### config.mk
export PLATFORM = sky130hd
export DESIGN_NAME = nvsc_host
export DESIGN_NICKNAME = d
export VERILOG_FILES = /design/src/design/nvsc_host.v
export VERILOG_INCLUDE_DIRS = /design/src /design/src/design
export SDC_FILE = /design/constraint.sdc
export NUM_CORES = 1
export LEC_CHECK = 0
export ABC_AREA = 1
export BUFFER_PORTS_ARGS = -buffer_cell sky130_fd_sc_hd__buf_2
export CAP_MARGIN = 30
export CORE_AREA = 2 2 97 99
export DETAILED_ROUTE_END_ITERATION = 12
export DIE_AREA = 0 0 99 101
export PLACE_DENSITY = 0.83
export SYNTH_ARGS = -nofsm -noshare
export SYNTH_HDL_FRONTEND = slang
export SYNTH_SLANG_ARGS = --single-unit
### constraint.sdc
create_clock -name i_clock -period 3.2 [get_ports i_clock]
set_input_delay 0.32 -clock i_clock [delete_from_list [all_inputs] [get_ports i_clock]]
set_output_delay 0.32 -clock i_clock [all_outputs]
set_load 0.05 [all_outputs]
### src/design/nvsc_defs.vh
// constants for the host-side nvsram bus controller
`ifndef NVSC_DEFS_VH
`define NVSC_DEFS_VH

// ****************************************
// software sequence addresses (low 14 bits)
// ****************************************
`define NVSC_SEQ_A1 14'h0E38
`define NVSC_SEQ_A2 14'h31C7
`define NVSC_SEQ_A3 14'h03E0
`define NVSC_SEQ_A4 14'h3C1F
`define NVSC_SEQ_A5 14'h303F
`define NVSC_SEQ_SAVE 14'h0FC0
`define NVSC_SEQ_RESTORE 14'h0C63

// ****************************************
// command codes
// ****************************************
`define NVSC_CMD_READ 2'h0
`define NVSC_CMD_WRITE 2'h1
`define NVSC_CMD_SAVE 2'h2
`define NVSC_CMD_RESTORE 2'h3

// ****************************************
// timing counts in clock cycles; save and restore counts derived from times in us and the clock in MHz
// ****************************************
`define NVSC_SETUP_CYC 16'h0001
`define NVSC_STROBE_CYC 16'h0002
`define NVSC_SAVE_TIME_US 10000
`define NVSC_RESTORE_TIME_US 20000
`define NVSC_CLK_MHZ 10
`define NVSC_SAVE_CYC (`NVSC_SAVE_TIME_US * `NVSC_CLK_MHZ)
`define NVSC_RESTORE_CYC (`NVSC_RESTORE_TIME_US * `NVSC_CLK_MHZ)

`endif

### src/design/nvsc_host.v
// host controller that drives the nvsram parallel bus
`timescale 1ns/1ps
`include "nvsc_defs.vh"

// Operation
// - host holds address stable through write
// - host keeps oe high during writes
// - host keeps write off during restore
// - first five sequence reads fixed addresses
// - sixth read 0x0FC0 starts save
// - sequence uses reads only, oe optional
// - sixth read 0x0C63 starts restore
module nvsc_host #(
  parameter SAVE_CYC = `NVSC_SAVE_CYC,
  parameter RESTORE_CYC = `NVSC_RESTORE_CYC
) (
  input wire i_clock,
  input wire i_rst,
  input wire i_cmd_valid,
  input wire [1:0] i_cmd,
  input wire [14:0] i_cmd_addr,
  input wire [7:0] i_cmd_wdata,
  output wire o_cmd_ready,
  output reg o_rsp_valid,
  output reg [7:0] o_rsp_rdata,
  output reg o_busy,
  input wire i_power_ok,
  output reg [14:0] o_addr_in,
  output reg o_chip_enable_n,
  output reg o_output_enable_n,
  output reg o_write_enable_n,
  input wire [7:0] i_data_io,
  output reg [7:0] o_data_io,
  output reg o_data_io_oe_n
);

  // ****************************************
  // states
  // ****************************************
  localparam ST_IDLE = 3'h0;  // waiting for a command
  localparam ST_SETUP = 3'h1; // address settling, strobes high
  localparam ST_STROBE = 3'h2; // ce low for the access
  localparam ST_END = 3'h3;   // strobes back high
  localparam ST_WAIT = 3'h4;  // device busy with nonvolatile cycle
  localparam ST_PWR = 3'h5;   // waiting out power-up restore

  // ****************************************
  // pin synchronisers
  // ****************************************
  reg [7:0] data_meta; // first stage, read only by data_sync
  reg [7:0] data_sync;
  reg pwr_meta;        // first stage, read only by pwr_sync
  reg pwr_sync;

  // two flops on every pin input
  always @(posedge i_clock or posedge i_rst) begin
    if (i_rst) begin
      data_meta <= 8'h00;
      data_sync <= 8'h00;
      pwr_meta <= 1'b0;
      pwr_sync <= 1'b0;
    end else begin
      data_meta <= i_data_io;
      data_sync <= data_meta;
      pwr_meta <= i_power_ok;
      pwr_sync <= pwr_meta;
    end
  end

  // ****************************************
  // control registers
  // ****************************************
  reg [2:0] state;
  reg [2:0] next_state;
  reg [1:0] cmd;        // command in progress
  reg [2:0] step;       // sequence step, 0..5
  reg [31:0] count;     // cycle counter per phase
  reg [31:0] next_count;

  // sequence address for a given step; sixth depends on command
  function [13:0] seq_addr;
    input [2:0] s;
    input [1:0] c;
    begin
      case (s)
        3'h0: seq_addr = `NVSC_SEQ_A1;
        3'h1: seq_addr = `NVSC_SEQ_A2;
        3'h2: seq_addr = `NVSC_SEQ_A3;
        3'h3: seq_addr = `NVSC_SEQ_A4;
        3'h4: seq_addr = `NVSC_SEQ_A5;
        default: seq_addr = (c == `NVSC_CMD_RESTORE) ? `NVSC_SEQ_RESTORE : `NVSC_SEQ_SAVE;
      endcase
    end
  endfunction

  // a new command only in idle with power good
  assign o_cmd_ready = (state == ST_IDLE) && pwr_sync;

  wire is_seq = (cmd == `NVSC_CMD_SAVE) || (cmd == `NVSC_CMD_RESTORE);
  wire last_step = (step == 3'h5);

  // ****************************************
  // next state logic
  // ****************************************
  always @* begin
    next_state = state;
    next_count = count + 32'h0000_0001;
    case (state)
      ST_IDLE: begin
        next_count = 32'h0000_0000;
        if (!pwr_sync) begin
          next_state = ST_PWR;
        end else if (i_cmd_valid) begin
          next_state = ST_SETUP;
        end
      end
      ST_SETUP: begin
        if (count + 32'h0000_0001 >= {16'h0000, `NVSC_SETUP_CYC}) begin
          next_state = ST_STROBE;
          next_count = 32'h0000_0000;
        end
      end
      ST_STROBE: begin
        if (count + 32'h0000_0001 >= {16'h0000, `NVSC_STROBE_CYC}) begin
          next_state = ST_END;
          next_count = 32'h0000_0000;
        end
      end
      ST_END: begin
        next_count = 32'h0000_0000;
        if (is_seq && !last_step) begin
          next_state = ST_SETUP; // next step back to back, nothing between
        end else if (is_seq) begin
          next_state = ST_WAIT;
        end else begin
          next_state = ST_IDLE;
        end
      end
      ST_WAIT: begin
        // bus left alone until the nonvolatile cycle ends
        if (count + 32'h0000_0001 >= SAVE_CYC) begin
          next_state = ST_IDLE;
          next_count = 32'h0000_0000;
        end
      end
      ST_PWR: begin
        // restore runs after power returns; keep write off meanwhile
        if (!pwr_sync) begin
          next_count = 32'h0000_0000;
        end else if (count + 32'h0000_0001 >= RESTORE_CYC) begin
          next_state = ST_IDLE;
          next_count = 32'h0000_0000;
        end
      end
      default: begin
        next_state = ST_IDLE;
        next_count = 32'h0000_0000;
      end
    endcase
  end

  // ****************************************
  // state, counter and command capture
  // ****************************************
  always @(posedge i_clock or posedge i_rst) begin
    if (i_rst) begin
      state <= ST_PWR; // device restores at power-up, wait it out
      count <= 32'h0000_0000;
      cmd <= `NVSC_CMD_READ;
      step <= 3'h0;
    end else begin
      state <= next_state;
      count <= next_count;
      if (state == ST_IDLE && next_state == ST_SETUP) begin
        cmd <= i_cmd;
        step <= 3'h0;
      end else if (state == ST_END && is_seq && !last_step) begin
        step <= step + 3'h1;
      end
    end
  end

  // ****************************************
  // bus pins and response
  // ****************************************
  always @(posedge i_clock or posedge i_rst) begin
    if (i_rst) begin
      o_addr_in <= 15'h0000;
      o_chip_enable_n <= 1'b1;
      o_output_enable_n <= 1'b1;
      o_write_enable_n <= 1'b1;
      o_data_io <= 8'h00;
      o_data_io_oe_n <= 1'b1;
      o_rsp_valid <= 1'b0;
      o_rsp_rdata <= 8'h00;
      o_busy <= 1'b1;
    end else begin
      o_rsp_valid <= 1'b0;
      o_busy <= (next_state == ST_WAIT) || (next_state == ST_PWR);
      case (next_state)
        ST_SETUP: begin
          // address set while all strobes high
          if (state == ST_IDLE) begin
            o_addr_in <= i_cmd_addr;
            o_data_io <= i_cmd_wdata;
          end
          if (next_state == ST_SETUP && (state == ST_END || state == ST_IDLE) &&
              ((state == ST_IDLE && (i_cmd == `NVSC_CMD_SAVE || i_cmd == `NVSC_CMD_RESTORE)) ||
               (state == ST_END))) begin
            // msb left low; only 14 bits matter to the detector
            o_addr_in <= {1'b0, seq_addr((state == ST_IDLE) ? 3'h0 : step + 3'h1,
              (state == ST_IDLE) ? i_cmd : cmd)};
          end
          o_chip_enable_n <= 1'b1;
          o_output_enable_n <= 1'b1;
          o_write_enable_n <= 1'b1;
        end
        ST_STROBE: begin
          // address unchanged through the strobe
          o_chip_enable_n <= 1'b0;
          if (cmd == `NVSC_CMD_WRITE) begin
            o_write_enable_n <= 1'b0;
            o_output_enable_n <= 1'b1;
            o_data_io_oe_n <= 1'b0;
          end else begin
            // sequence steps are reads too; oe used so data is seen
            o_write_enable_n <= 1'b1;
            o_output_enable_n <= 1'b0;
          end
        end
        default: begin
          // strobes and data released on one edge; device took data a cycle before
          o_chip_enable_n <= 1'b1;
          o_output_enable_n <= 1'b1;
          o_write_enable_n <= 1'b1;
          o_data_io_oe_n <= 1'b1;
          if (state == ST_END && cmd == `NVSC_CMD_READ) begin
            // two sync flops put the byte sampled in the first strobe cycle here one cycle after ce rises
            o_rsp_rdata <= data_sync;
          end
          if (state == ST_END && !is_seq) begin
            o_rsp_valid <= 1'b1;
          end
          if (state == ST_WAIT && next_state == ST_IDLE) begin
            o_rsp_valid <= 1'b1; // nonvolatile cycle done
          end
        end
      endcase
    end
  end

endmodule

==> reports/metrics.cfg <==
[power_and_ir_drop]
comb_power_share = 0.502
vdd.ir_drop.worst_v = 0.0006883
power_density_mw_per_mm2 = 841.2
p_leak_nw = 3.022
p_seq_frac = 0.339
p_total_mw = 4.904
p_sw_frac = 0.5014
p_int_mw = 2.445
clkPwrFrac = 0.159
power.switching_mw = 2.459

[finish]
final_net_count = 777
final_cells = 850
syn2layout_area_growth_pct = 17.15
drive_gt1_frac = 0.2152
final_util = 0.6493
final_cell_mix = nand2_1 (207), dfrtp_1 (87), inv_1 (80), nor2_1 (77), buf_2 (74)
design_area_mm2 = 0.005829
final_common_cell = nand2_1
antenna-diode-count = 0

[sta]
setup_tns_ns = 0
worst_pin_slew_ns = 0.7870
fmax_mhz = 333.4
hold_ws_ns = 0.04794
drv_slew = 0
period_share = 0.9373
fin_ws_ns = 0.2005
final_hold_viol_count = 0
finalSetupViolCount = 0
fin_crit_ns = 2.999
final.setup_skew_ns = 0.01667
slew_headroom = 0.4747

[synthesis]
avgSynthCellArea_um2 = 7.898
ys_warn_count = 0
synth-seq-area-share = 0.4795
synth_seq_cells = 95
syn_inst = 630
synth_cell_types = 39
synth_area_mm2 = 0.004976

[clock_tree]
tritoncts = yes
cts.sinks = 95
cts-root-buf = clkbuf_8
clk_path_buf_depth = 2
clk_latency_ns = 0.37
numCtsBuffers = 9
clk_pin_slew_ns = 0.11
cts_hold_buf = 0
cts_max_level = 3

[routing]
dr_total_vias = 4405
wl_per_cell_um = 13.66
drtIter0Drc = 225
routed_via_density = 5.182
drt_wl_total_um = 11610
drc = 0
drtPass1Iterations = 5
antenna_left = 0

[setup_path]
cp_cell_sequence = ha_2 -> nand2_2 -> nor2_4 -> buf_4 -> nand3_1 -> nand2_1 -> nand2_1 -> nor2_1 -> nand3_1 -> nor3_1 -> nand3_1 -> nand2_2 -> nand2_4 -> nor2_8 -> nand3_2 -> a22oi_1 -> inv_1
critPathMaxStageDelay_ns = 0.42
crit_arrival_ns = 3.26
end_kind = flip-flop
path_class = flip-flop to flip-flop
critical_path_required_ns = 3.46
reg2reg_slack_ns = 0.20
crit_top_cell = nand3_1
slowest_stage = dfrtp_1
crit_fanout = 7
crit_path_start_kind = flip-flop

[global_route]
grt_pass1_vias = 4309
grt_use_total = 0.2381
grt_overflow = 0
antenna_found_initial = 0
grt_first_pass_wirelength_um = 19200
grt_max_degree = 55

[die]
die_h_um = 101
io_pins = 75
die_area_mm2 = 0.009999
initial_core_util = 0.5543
die_w_um = 99
num_rows = 35
core-area_mm2 = 0.008977

[placement]
pre_cts_ws_ns = 0.09048
dp_hpwl_um = 8429
io_buffers = 74
globalplace.congestion = 0.8789
post_dp_cell_area_mm2 = 0.005525
dp.cells = 825

[status]
status = completed

[job]
maxCapViolCount = 0

[hold_path]
hold_class = primary input to asynchronous set/reset pin

[critical path: cells and delay by family, from the launching register on]
family | cells | cell delay [ns]
buffers and inverters | 2 | 0.22
DFF | 1 | 0.42
AOI/OAI and AO/OA | 1 | 0.24
and+or+nand+nor | 13 | 1.77
adders and majority gates | 1 | 0.23
[cells in the mapped netlist (all sizes together)]
cell / instances / area, µm²
and2: 2 / 12.51
o22ai: 3 / 18.77
buf: 4 / 41.29
o21a: 1 / 7.510
nand4: 14 / 117.6
xnor2: 3 / 26.28
a311oi: 1 / 8.760
o31ai: 2 / 15.01
nor4: 1 / 6.260
nand3b: 12 / 90.09
clkbuf: 2 / 7.510
nand3: 26 / 142.6
dfrtp: 88 / 2202
conb: 1 / 3.750
xor2: 2 / 25.03
dfstp: 7 / 183.9
ha: 6 / 75.07
a21oi: 22 / 113.9
mux2: 8 / 90.09
clkinv: 4 / 15.01
nor3b: 1 / 12.51
nor3: 7 / 35.03
nor2: 93 / 456.7
o21ai: 16 / 80.07
inv: 85 / 319.1
nand2: 217 / 854.6
a22oi: 2 / 15.01
[state kept, by name (all words and copies together), names as in the netlist]
name               count
o_addr_in             15
cmd                    2
data_meta              8
o_rsp_rdata            8
pwr_meta               1
o_busy                 1
data_sync              8
o_output_enable_n      1
o_data_io_oe_n         1
o_rsp_valid            1
state                  3
o_data_io              8
step                   3
o_chip_enable_n        1
o_write_enable_n       1
count                 32
pwr_sync               1
[power groups by stage]
stage	Sequential, mW	Clock, mW	Combinational, mW
after floorplan	2.37	0	1.12
after global placement	1.67	0	2.22
after detailed placement	1.68	0	2.29
after CTS	1.66	0.799	2.30
after global routing	1.70	0.850	2.66
final	1.66	0.780	2.46
[path summary, 6_finish.rpt]
path | start | endpoint | depth (start not counted)
setup / recovery | count[1] | step[2] | 17
hold / removal | i_rst | o_rsp_rdata[2] | 2
setup reg to reg | count[1] | step[2] | 17
hold reg to reg | pwr_meta | pwr_sync | 0
max in group asynchronous | i_rst | o_chip_enable_n | 3
min in group i_clock | i_data_io[2] | data_meta[2] | 1
[logic make-up (layout without fill, tap and decap cells)]
logic type / count (synthesis) / count (layout) / synth area share
AO/OA/AOI/OAI: 47 / 47 / 0.05205
XOR/XNOR: 5 / 5 / 0.01031
adder cells (fa/ha/maj): 6 / 6 / 0.01509
buffers and inverters: 95 / 188 / 0.07694
flip-flops: 95 / 95 / 0.4795
multiplexers: 8 / 8 / 0.01810
other: 1 / 14 / 0.0007536
AND/OR/NAND/NOR: 373 / 376 / 0.3472
[final cells by class]
| cell class | instances | area (µm²) |
|---|---|---|
| Inverter | 89 | 335.3 |
| Clock buffer | 9 | 123.9 |
| Tap cell | 111 | 138.9 |
| Fill cell | 736 | 3148 |
| Clock inverter | 7 | 76.32 |
| Multi-Input combinational cell | 456 | 2313 |
| Timing Repair Buffer | 83 | 454.2 |
| Sequential cell | 95 | 2387 |
[what timing repair did]
item	4_1_cts	5_1_grt
buffers inserted	0	6
gates resized for setup	0	8
endpoints found under the setup margin	0	29
[metal layers]
layer	wire length, µm	track usage	vias to the layer above
li1	-	-	2157
met3	664	0.05548	26
met4	245	0.07692	0
met2	6007	0.4236	149
met5	0	0	-
met1	4696	0.2864	2073
No activity file was read; power rests on OpenSTA's default activity.
